[config.mk]
export PLATFORM = sky130hd
export DESIGN_NAME = rse_encoder
export DESIGN_NICKNAME = d
export VERILOG_FILES = /design/src/rtl/rse_pkg.sv /design/src/rtl/rse_encoder.sv
export VERILOG_INCLUDE_DIRS = /design/src /design/src/rtl
export SDC_FILE = /design/constraint.sdc
export NUM_CORES = 2
export LEC_CHECK = 0
export BUFFER_PORTS_ARGS = -buffer_cell sky130_fd_sc_hd__buf_4
export CAP_MARGIN = 20
export CELL_PAD_IN_SITES_DETAIL_PLACEMENT = 1
export CELL_PAD_IN_SITES_GLOBAL_PLACEMENT = 1
export CORE_MARGIN = 2
export CORE_UTILIZATION = 30
export CTS_BUF_LIST = sky130_fd_sc_hd__clkbuf_16
export CTS_CLUSTER_SIZE = 30
export DETAILED_ROUTE_END_ITERATION = 8
export PLACE_DENSITY = 0.67
export RECOVER_POWER = 25
export SLEW_MARGIN = 40
export SYNTH_ARGS = -nofsm -noshare
export SYNTH_HDL_FRONTEND = slang
export SYNTH_SLANG_ARGS = --single-unit
[constraint.sdc]
create_clock -name clk -period 16.55 [get_ports clk]
set_clock_uncertainty 0.15 [all_clocks]
set_input_delay 0 -clock clk [delete_from_list [all_inputs] [get_ports clk]]
set_output_delay 0 -clock clk [all_outputs]
set_load 0.02 [all_outputs]
[src/rtl/rse_consts.svh]
// Constants of the receive event encoder: offsets, fields, codes and reset values.
`ifndef RSE_CONSTS_SVH
`define RSE_CONSTS_SVH

`define RSE_OFS_EVENT     3'h0
`define RSE_OFS_STATUS    3'h1
`define RSE_OFS_MASK      3'h2
`define RSE_OFS_LINESEL   3'h3
`define RSE_OFS_COUNT     3'h4
`define RSE_OFS_CHECK     3'h5

`define RSE_CHAR_LSB      0
`define RSE_LINE_LSB      8
`define RSE_CODE_LSB      12

`define RSE_ST_NEW        0
`define RSE_ST_LOST       1

`define RSE_CODE_SPECIAL  4'h0
`define RSE_CODE_PARITY   4'h1
`define RSE_CODE_OVERRUN  4'h2
`define RSE_CODE_PAR_OVR  4'h3
`define RSE_CODE_WARN     4'h4
`define RSE_CODE_CHECK    4'h5
`define RSE_CODE_CNT_ZERO 4'h8
`define RSE_CODE_ST_NXM   4'hc
`define RSE_CODE_FE_NXM   4'hd
`define RSE_CODE_ST_PAR   4'he
`define RSE_CODE_FE_PAR   4'hf

`define RSE_RST_WORD      16'h0000
`define RSE_RST_STATUS    2'h0
`define RSE_RST_MASK      2'h0
`define RSE_RST_COUNT     16'h0000
`define RSE_RST_CHECK     16'h0000

`endif

[src/rtl/rse_pkg.sv]
// Types of the receive event encoder.
package rse_pkg;

  typedef enum logic {
    RSE_EV_CHAR,
    RSE_EV_CHECK
  } rse_kind_type;

  // One report from the receive path: a character with the outcome of its
  // control byte fetch and memory store, or a finished block check.
  typedef struct packed {
    logic         valid;
    rse_kind_type kind;
    logic [7:0]   data;
    logic [3:0]   line;
    logic         parity_bad;
    logic         overrun;
    logic         special;
    logic         fetch_nxm;
    logic         fetch_par;
    logic         store_nxm;
    logic         store_par;
    logic [15:0]  check;
  } rse_rx_ev_type;

  typedef struct packed {
    logic [3:0] code;
    logic [3:0] line;
    logic [7:0] data;
  } rse_word_type;

endpackage : rse_pkg

[src/rtl/rse_encoder.sv]
// Receive event word encoder with per-line byte counts and check registers.
`timescale 1ns/1ps
`include "rse_consts.svh"

module rse_encoder (
  // Clock and reset.
  input  wire logic                  clk,
  input  wire logic                  sys_rst,
  // Receive path reports.
  input  wire rse_pkg::rse_rx_ev_type rx_ev,
  // Event output.
  output logic                       ev_strobe_q,
  output logic [15:0]                ev_word_q,
  output logic                       char_stored_q,
  output logic                       irq_q,
  // Avalon-MM slave.
  input  wire logic [2:0]            avs_address,
  input  wire logic                  avs_read,
  input  wire logic                  avs_write,
  input  wire logic [3:0]            avs_byteenable,
  input  wire logic [31:0]           avs_writedata,
  output logic [31:0]                avs_readdata,
  output logic                       avs_waitrequest
);
  import rse_pkg::*;

  // Per-line byte counts and accumulated check values.
  logic [15:0] count_q [16];
  logic [15:0] count_d [16];
  logic [15:0] check_q [16];
  logic [15:0] check_d [16];

  // Event word and its strobes.
  logic [15:0] word_q, word_d;
  logic        strobe_d, stored_d;

  // Software visible control state.
  logic [1:0]  status_q, status_d;
  logic [1:0]  mask_q, mask_d;
  logic [3:0]  linesel_q, linesel_d;
  logic        irq_d;

  // Bus answer.
  logic        ack_q, ack_d;
  logic [31:0] rdata_q, rdata_d;

  // Decode of the bus request and of the current receive report.
  logic        wr_take;
  logic        cnt_zero;
  logic        cnt_last;
  logic        do_store;
  logic        emit;
  logic [3:0]  code;
  rse_word_type word_new;

  // A write lands on the edge at which waitrequest is low.
  assign wr_take  = avs_write & ack_q;
  // The count of the reporting line decides between store, warning and drop.
  assign cnt_zero = (count_q[rx_ev.line] == 16'h0000);
  assign cnt_last = (count_q[rx_ev.line] == 16'h0001);
  // A character is stored only while the line still has room.
  assign do_store = rx_ev.valid & (rx_ev.kind == RSE_EV_CHAR) & ~cnt_zero;

  // Condition code selection; only assigned codes can come out of here.
  // An empty line count outranks every other character condition because the character was not
  // stored at all, so no store or fetch outcome can be meaningful for it.
  // Bus faults come next, fetch before store, since a failed control byte
  // fetch leaves the special flag and the store outcome undefined.
  // Line errors follow, with parity and overrun together given one code and each alone a code of its own.
  // The count warning and the special character come last; a character
  // with none of these conditions is stored silently and gives no word.
  // A block check report always gives a word of its own, whatever the
  // state of the line count.
  always_comb begin
    emit = 1'b0;
    code = `RSE_CODE_SPECIAL;
    word_new = '0;
    if (rx_ev.valid) begin
      if (rx_ev.kind == RSE_EV_CHECK) begin
        emit = 1'b1;
        code = `RSE_CODE_CHECK;
      end else if (cnt_zero) begin
        emit = 1'b1;
        code = `RSE_CODE_CNT_ZERO;
      end else if (rx_ev.fetch_par) begin
        emit = 1'b1;
        code = `RSE_CODE_FE_PAR;
      end else if (rx_ev.fetch_nxm) begin
        emit = 1'b1;
        code = `RSE_CODE_FE_NXM;
      end else if (rx_ev.store_nxm) begin
        emit = 1'b1;
        code = `RSE_CODE_ST_NXM;
      end else if (rx_ev.store_par) begin
        emit = 1'b1;
        code = `RSE_CODE_ST_PAR;
      end else if (rx_ev.parity_bad & rx_ev.overrun) begin
        emit = 1'b1;
        code = `RSE_CODE_PAR_OVR;
      end else if (rx_ev.parity_bad) begin
        emit = 1'b1;
        code = `RSE_CODE_PARITY;
      end else if (rx_ev.overrun) begin
        emit = 1'b1;
        code = `RSE_CODE_OVERRUN;
      end else if (cnt_last) begin
        emit = 1'b1;
        code = `RSE_CODE_WARN;
      end else if (rx_ev.special) begin
        emit = 1'b1;
        code = `RSE_CODE_SPECIAL;
      end
    end
    word_new.code = code;
    word_new.line = rx_ev.line;
    if (rx_ev.kind == RSE_EV_CHECK) begin
      word_new.data = rx_ev.check[15:8] | rx_ev.check[7:0];
    end else begin
      word_new.data = rx_ev.data;
    end
  end

  // Per-line byte counts and accumulated check registers.
  // A software write to the selected line's count wins over a decrement in
  // the same cycle, so a freshly loaded count is never cut short by one.
  // The check register only changes on a block check report for its line.
  genvar gi;
  generate
    for (gi = 0; gi < 16; gi++) begin : g_line
      always_comb begin
        count_d[gi] = count_q[gi];
        check_d[gi] = check_q[gi];
        if (wr_take && avs_address == `RSE_OFS_COUNT && linesel_q == 4'(gi)) begin
          if (avs_byteenable[0]) begin
            count_d[gi][7:0] = avs_writedata[7:0];
          end
          if (avs_byteenable[1]) begin
            count_d[gi][15:8] = avs_writedata[15:8];
          end
        end else if (do_store && rx_ev.line == 4'(gi)) begin
          count_d[gi] = count_q[gi] - 16'h0001;
        end
        if (rx_ev.valid && rx_ev.kind == RSE_EV_CHECK && rx_ev.line == 4'(gi)) begin
          check_d[gi] = rx_ev.check;
        end
      end
      always_ff @(posedge clk or posedge sys_rst) begin
        if (sys_rst) begin
          count_q[gi] <= `RSE_RST_COUNT;
          check_q[gi] <= `RSE_RST_CHECK;
        end else begin
          count_q[gi] <= count_d[gi];
          check_q[gi] <= check_d[gi];
        end
      end
    end
  endgenerate

  // Event word group. The word stands until the next reported event, so
  // software that reads it late still sees the last condition code.
  // Both strobes last exactly one cycle per report.
  always_comb begin
    word_d   = word_q;
    strobe_d = emit;
    stored_d = do_store;
    if (emit) begin
      word_d = word_new;
    end
  end

  always_ff @(posedge clk or posedge sys_rst) begin
    if (sys_rst) begin
      word_q        <= `RSE_RST_WORD;
      ev_strobe_q   <= 1'b0;
      char_stored_q <= 1'b0;
    end else begin
      word_q        <= word_d;
      ev_strobe_q   <= strobe_d;
      char_stored_q <= stored_d;
    end
  end

  // Status, mask and line select group.
  always_comb begin
    status_d  = status_q;
    mask_d    = mask_q;
    linesel_d = linesel_q;
    // Control registers are one byte wide, so lane 0 must be enabled.
    if (wr_take && avs_byteenable[0]) begin
      case (avs_address)
        `RSE_OFS_STATUS: begin
          status_d = status_q & ~avs_writedata[1:0];
        end
        `RSE_OFS_MASK: begin
          mask_d = avs_writedata[1:0];
        end
        `RSE_OFS_LINESEL: begin
          linesel_d = avs_writedata[3:0];
        end
        default: begin
          status_d = status_q;
        end
      endcase
    end
    // A new event wins over a clear in the same cycle, so no event is missed.
    if (emit) begin
      status_d[`RSE_ST_NEW] = 1'b1;
      // An event arriving while the previous one is unread marks a loss.
      if (status_q[`RSE_ST_NEW]) begin
        status_d[`RSE_ST_LOST] = 1'b1;
      end
    end
    // Built from next values so the request rises with the status bit.
    irq_d = |(status_d & mask_d);
  end

  always_ff @(posedge clk or posedge sys_rst) begin
    if (sys_rst) begin
      status_q  <= `RSE_RST_STATUS;
      mask_q    <= `RSE_RST_MASK;
      linesel_q <= 4'h0;
      irq_q     <= 1'b0;
    end else begin
      status_q  <= status_d;
      mask_q    <= mask_d;
      linesel_q <= linesel_d;
      irq_q     <= irq_d;
    end
  end

  // Register map by word index:
  //   0 receive event word, read only.
  //   1 status: bit 0 new event, bit 1 event lost; write one to clear.
  //   2 mask, same layout as status.
  //   3 line select for the per-line registers.
  //   4 byte count of the selected line, lanes 0 and 1.
  //   5 accumulated check value of the selected line, read only.
  //   6 and 7 read zero and ignore writes.
  // Every taken request gets exactly one wait cycle; the acknowledge flop
  // drops after one cycle, so a request held past its answer is taken again.
  always_comb begin
    ack_d   = (avs_read | avs_write) & ~ack_q;
    rdata_d = rdata_q;
    if (ack_d) begin
      case (avs_address)
        `RSE_OFS_EVENT: begin
          rdata_d = {16'h0000, word_q};
        end
        `RSE_OFS_STATUS: begin
          rdata_d = {30'h00000000, status_q};
        end
        `RSE_OFS_MASK: begin
          rdata_d = {30'h00000000, mask_q};
        end
        `RSE_OFS_LINESEL: begin
          rdata_d = {28'h0000000, linesel_q};
        end
        `RSE_OFS_COUNT: begin
          rdata_d = {16'h0000, count_q[linesel_q]};
        end
        `RSE_OFS_CHECK: begin
          rdata_d = {16'h0000, check_q[linesel_q]};
        end
        default: begin
          rdata_d = 32'h00000000;
        end
      endcase
    end
  end

  always_ff @(posedge clk or posedge sys_rst) begin
    if (sys_rst) begin
      ack_q   <= 1'b0;
      rdata_q <= 32'h00000000;
    end else begin
      ack_q   <= ack_d;
      rdata_q <= rdata_d;
    end
  end

  // Outputs come straight from the registers above.
  assign ev_word_q       = word_q;
  assign avs_readdata    = rdata_q;
  assign avs_waitrequest = ~ack_q;

endmodule : rse_encoder

After elaboration in Yosys (flattened, before gate mapping) --
Cells that the tools add are included.
Cells by class: $add $sub $neg 16, magnitude comparators 2, multiplexer cells 74, reductions and logical operators 105, eq/ne operators 68, bitwise operators 15
Operators by type and width (count):
- 16-bit two-way mux | 38
- 16-bit by 1-bit subtractor with 16-bit output, second input constant | 16
- 16-bit binary-select mux with 4-bit select | 3
- 16-bit one-hot mux with 6 select lines | 1
- 2-bit AND reduction | 33
- 4-bit == test, second input constant | 16
- 2-bit != test, second input constant | 32
- 1-bit logical AND | 51
- 4-bit by 3-bit == test with 1-bit output, second input constant | 8
- 2-bit nonzero test | 16
- 4-bit two-way mux | 7
- 8-bit two-way mux | 3
- 16-bit by 1-bit == test with 1-bit output, second input constant | 1
- 4-bit by 2-bit == test with 1-bit output, second input constant | 4
- 16-bit logical NOT | 1
- 1-bit two-way mux | 13
- 3-bit two-way mux | 4
- 5-bit greater-or-equal comparator, second input constant | 2
- 2-bit two-way mux | 5
- 4-bit inverter with 5-bit output | 2
- 4-bit by 1-bit == test with 1-bit output, second input constant | 2
- 4-bit logical NOT | 2
- 8-bit bitwise OR | 1
- 3-bit by 2-bit == test with 1-bit output, second input constant | 2
- 9 further kinds | 17
Word-level totals: flip-flop bits (word level) 572, output and inout port bits 52, input bits 80

Longest topological paths before layout --
depth in word-level cells 19, gate-level depth with buffers 14

Worst setup path after synthesis --
Ideal clock, no wire load.
kind register to register, start reg linesel_q[1], end reg rdata_q[14] (netlist: avs_readdata[14]), library setup time 121 ps, data required time 16279 ps, data arrival time 2882 ps, setup slack 13397 ps, stages on the path, launching flop included 10, path through dfrtp_1 -> clkbuf_1 -> buf_2 -> buf_1 -> clkbuf_1 -> mux4_2 -> mux4_2 -> mux2i_1 -> o21ai_0 -> a22o_1
Between the ends: cells in the longest elaborated chain, start to end 5, elaborated cells between the ends (all ways) 8, classes of those cells mux: 7; bitwise: 1
RTL lines:
- start, declared | line rse_encoder.sv:40 | logic [3:0] linesel_q, linesel_d;
- start signal, assigned | line rse_encoder.sv:226 | linesel_q <= linesel_d;
- 4-bit inverter with 5-bit output (not written as such) (*) | line rse_encoder.sv:259, rse_encoder.sv:262
- 16-bit binary-select mux with 4-bit select (on tied branches) | line rse_encoder.sv:262, rse_encoder.sv:259
- 16-bit two-way mux (on tied branches) (2 in series) | line rse_encoder.sv:262, rse_encoder.sv:259
- 16-bit one-hot mux with 6 select lines (*) | line rse_encoder.sv:245 | case (avs_address)
- end signal, assigned | line rse_encoder.sv:277 | rdata_q <= rdata_d;
- end, declared | line rse_encoder.sv:45 | logic [31:0] rdata_q, rdata_d;
Every way passes the cells marked *; elsewhere a longest branch is shown, timed or not. The select of a mux whose other input is x is not followed. A chain may end at the register's enable or synchronous reset.

Worst setup path after layout --
start in rx_ev[24] (netlist name), end reg word_q[13] (netlist: ev_word_q[13])
Between the ends: cells in the longest elaborated chain, start to end 16, elaborated cells between the ends (all ways) 20, classes of those cells eq/ne: 1; mux: 17; bitwise: 1; reduce/logical: 1
RTL lines:
- start, declared | line rse_encoder.sv:10 | input wire rse_pkg::rse_rx_ev_type rx_ev,
- 4-bit inverter with 5-bit output (not written as such) (*) | line rse_encoder.sv:59, rse_encoder.sv:60
- 16-bit binary-select mux with 4-bit select (*) | line rse_encoder.sv:59, rse_encoder.sv:60
- 16-bit two-way mux (not written as such) (*) (2 in series) | line rse_encoder.sv:59, rse_encoder.sv:60
- 16-bit by 1-bit == test with 1-bit output | line rse_encoder.sv:60 | assign cnt_last = (count_q[rx_ev.line] == 16'h0001);
- 1-bit two-way mux | line rse_encoder.sv:106 | end else if (cnt_last) begin
- 1-bit two-way mux | line rse_encoder.sv:103 | end else if (rx_ev.overrun) begin
- 1-bit two-way mux | line rse_encoder.sv:100 | end else if (rx_ev.parity_bad) begin
- 1-bit two-way mux | line rse_encoder.sv:97 | end else if (rx_ev.parity_bad & rx_ev.overrun) begin
- 1-bit two-way mux | line rse_encoder.sv:94 | end else if (rx_ev.store_par) begin
- 1-bit two-way mux | line rse_encoder.sv:91 | end else if (rx_ev.store_nxm) begin
- 1-bit two-way mux | line rse_encoder.sv:88 | end else if (rx_ev.fetch_nxm) begin
- 1-bit two-way mux | line rse_encoder.sv:85 | end else if (rx_ev.fetch_par) begin
- 1-bit two-way mux | line rse_encoder.sv:82 | end else if (cnt_zero) begin
- 1-bit two-way mux | line rse_encoder.sv:79 | if (rx_ev.kind == RSE_EV_CHECK) begin
- 1-bit two-way mux | line rse_encoder.sv:78 | if (rx_ev.valid) begin
- end signal, assigned | line rse_encoder.sv:173 | word_q <= `RSE_RST_WORD;
- end signal, assigned | line rse_encoder.sv:177 | word_q <= word_d;
- end, declared | line rse_encoder.sv:34 | logic [15:0] word_q, word_d;
Marks and branches as above.

==> run_results.csv <==
group,metric,value,unit
global_routing,grt_pass1_vias,29300,
synth,synth_cell_types,99,
power_and_ir_drop,peakVddDrop,90.8,uV
final_layout,diodes,0,
route,drc_errors,0,
synth,synth_most_common_cell,"dfrtp_1",
setup_path,worst-setup-path-type,"in2reg",
final_layout,seq_area,13900,um2
floorplanning,core_area,110000,um2
floorplanning,chipWidth,337,um
synth,yosys_warnings,0,
route,post_drt_wl_per_cell,28.3,um
setup_path,cp.required,16.97,ns
floorplanning,die_y,337,um
timing,relSlewSlack,-3.02,
global_routing,grtUsageTotal,0.234,
cts,htreeDepth,2,
setup_path,cp_slowest_cell,"clkbuf_1",
timing,fmax,115,MHz
synth,syn_avg_cell_area,10.6,um2
final_layout,instances_no_fill,4725,
power_and_ir_drop,total_leakage_power,0.0150,uW
synth,synth_top_area_cell,"dfrtp_1",
route,drt-initial-drc-count,3070,
timing,worst_slew_pin_slew,6.00,ns
setup_path,crit_chain,"dlygate4sd3_1 -> clkbuf_1 -> inv_2 -> nor4b_1 -> a211oi_1 -> nor4_1 -> a31oi_4 -> nor3_4 -> buf_4 -> nor2_1 -> o21ai_0 -> dlygate4sd3_1 -> o21ai_0 -> dlygate4sd3_1",
power_and_ir_drop,p_per_area,119,nW/um2
timing,tns,0,ns
synth,synthesis.area,33200,um2
timing,period_share,0.525,
final_layout,multi_input_area,18100,um2
route,drt_pass1_iterations,6,
cts,path_clk_slew,0.07,ns
cts,cts_tree,"yes",
route,vias,28850,
timing,rsz0062_at_grt,"no",
synth,synth_seq_cells,556,
floorplanning,core.rowCount,122,
setup_path,cp-start-kind,"primary input",
place,placed_cells,4536,
global_routing,grt_pass1_wl,200000,um
synth,ys.flop_type,"dfrtp_1",
synth,synthTopCellsByArea,"dfrtp_1 (42%), mux4_2 (12%), mux2_2 (9.5%)",
route,wl,134000,um
cts,clockBufferDepth,3,
setup_path,endpoint_kind,"flop",
floorplanning,initial_utilization,0.301,
final_layout,drive_gt1_frac,0.232,
cts,cts_sinks,556,
setup_path,cpPeakStageDelay,2.84,ns
synth,ys_top_cells_by_count,"dfrtp_1 (556), nor2_1 (332), mux2_2 (279)",
floorplanning,die-area,113000,um2
timing,whs,0.0683,ns
synth,synthCells,3120,
final_layout,syn2layout_area_growth,14.6,%
synth,ys_async_sr_fraction,1.00,
global_routing,grt_max_degree,135,
timing,drv_slew,357,
timing,setup_viol,0,
setup_path,cp.arrival,9.11,ns
cts,cts_buffers,60,
synth,ys_seq_area_frac,0.419,
setup_path,cp_max_fo,63,
cts,insertion_delay,0.70,ns
place,detailed_place_hpwl,89600,um
status,violations,"capacitance limit, slew limit",
min_path,hold_path.class,"in2reg",
final_layout,fin_nets,3282,
synth,synth_edf_count,0,
route,viasPerCell,6.11,
run,drv_cap,6,
place,gp_congestion,0.958,
place,portBuffers,97,
global_routing,antenna_found_initial,7,
timing,min_period,8.68,ns
timing,hold_viol_final,0,
cts,cts_root_buf,"clkbuf_16",
floorplanning,pin_count,132,
final_layout,fill_cells,12296,
global_routing,gr-total-overflow,0,
synth,synth_top_area_share,0.419,
route,final_antenna_net_count,0,
cts,post_cts_buffers,0,
setup_path,path_common_cell,"dlygate4sd3_1",
status,outcome,"complete, but fails checks",
## cell families after synthesis
logic type                 after synthesis  share of synthesized area
AOI/OAI and AO/OA                      680                      0.150
other                                    1                   0.000113
adders and majority gates               16                    0.00603
DFF                                    556                      0.419
muxes                                  482                      0.220
xor gates and xnor gates                 8                    0.00211
and+or+nand+nor                       1066                      0.161
buffers and inverters                  311                     0.0411
## metal layers
metal	up-vias	track usage	wire length (um)
met3	266	0.0645	13200
met1	15187	0.322	56800
met5	-	0	48
met4	8	0.0805	5070
met2	1223	0.353	58700
li1	12166	-	-
## cell usage in the layout, fill, tap and decap left out, types with 29 or more instances in the layout
cell type,netlist,final
a211oi_1,63,63
a21oi_1,105,105
a311oi_1,50,50
buf_4,25,108
clkbuf_1,149,42
clkbuf_16,0,60
dfrtp_1,556,552
dlygate4sd3_1,0,75
inv_1,65,69
mux2_2,279,277
mux2i_1,31,31
mux4_2,171,171
nand2_1,189,186
nand2b_1,29,29
nand3_1,87,87
nand4_1,30,30
nor2_1,332,321
nor3_1,133,125
nor4_1,66,64
o21ai_0,114,113
o311ai_0,36,36
or3_1,42,42
## path summary, 6_finish.rpt
path / startpoint / endpoint / slack (ns) / cells past startpoint
setup reg to reg: count_q[20] / ev_word_q[13] / 11.23 / 12
setup / recovery: rx_ev[24] / ev_word_q[13] / 7.87 / 14
hold reg to reg: check_q[68] / check_q[68] / 0.35 / 1
min in group asynchronous: sys_rst / check_q[87] / 2.15 / 4
max in group asynchronous: sys_rst / count_q[183] / 8.30 / 7
hold / removal: avs_write / status_q[1] / 0.07 / 6
## what timing repair did
action	4_1_cts	5_1_grt
hold buffers	75	0
resized for setup	0	0
endpoints found under the hold margin	705	0
## where the power goes
| part | internal [uW] | leakage (uW) | switching [uW] | total (uW) |
|---|---|---|---|---|
| clock network | 809 | 0.00101 | 647 | 1460 |
| registers | 1580 | 0.00703 | 277 | 1860 |
| logic | 553 | 0.00700 | 672 | 1220 |
## per-stage QoR
step | setup slack (ns) | total power, uW | area [um2] | utilization
2_1_floorplan | 0.853 | 2590 | 33200 | -
3_3_place_gp | 11.60 | 3010 | 35300 | 0.320
3_5_place_dp | 11.51 | 3060 | 35400 | 0.321
4_1_cts | 11.18 | 4540 | 38200 | 0.346
5_1_grt | 6.83 | 4720 | 38000 | 0.345
6_report | 7.87 | 4540 | 38000 | 0.345
## cell type report
cell class,count,share of cell area
inverter,67,0.00664
clock buffer,60,0.0395
multi-input combinational,2268,0.476
clock inverter,53,0.0149
tap,1488,0.0489
timing repair buffer,233,0.0477
sequential,556,0.366
## state kept, by name (all words and copies together), names as in the netlist
| register | flops |
|---|---|
| ev_strobe_q | 1 |
| char_stored_q | 1 |
| mask_q | 2 |
| count_q | 256 |
| irq_q | 1 |
| status_q | 2 |
| check_q | 256 |
| ev_word_q | 16 |
| linesel_q | 4 |
| ack_q | 1 |
| avs_readdata | 16 |
## worst max-delay path, delay by kind of cell
kind	cells	cell delay, ns
and+or+nand+nor	4	2.42
buffers and inverters	6	6.04
AOI/OAI and AO/OA	4	0.61
No activity file was read; power rests on OpenSTA's default activity.
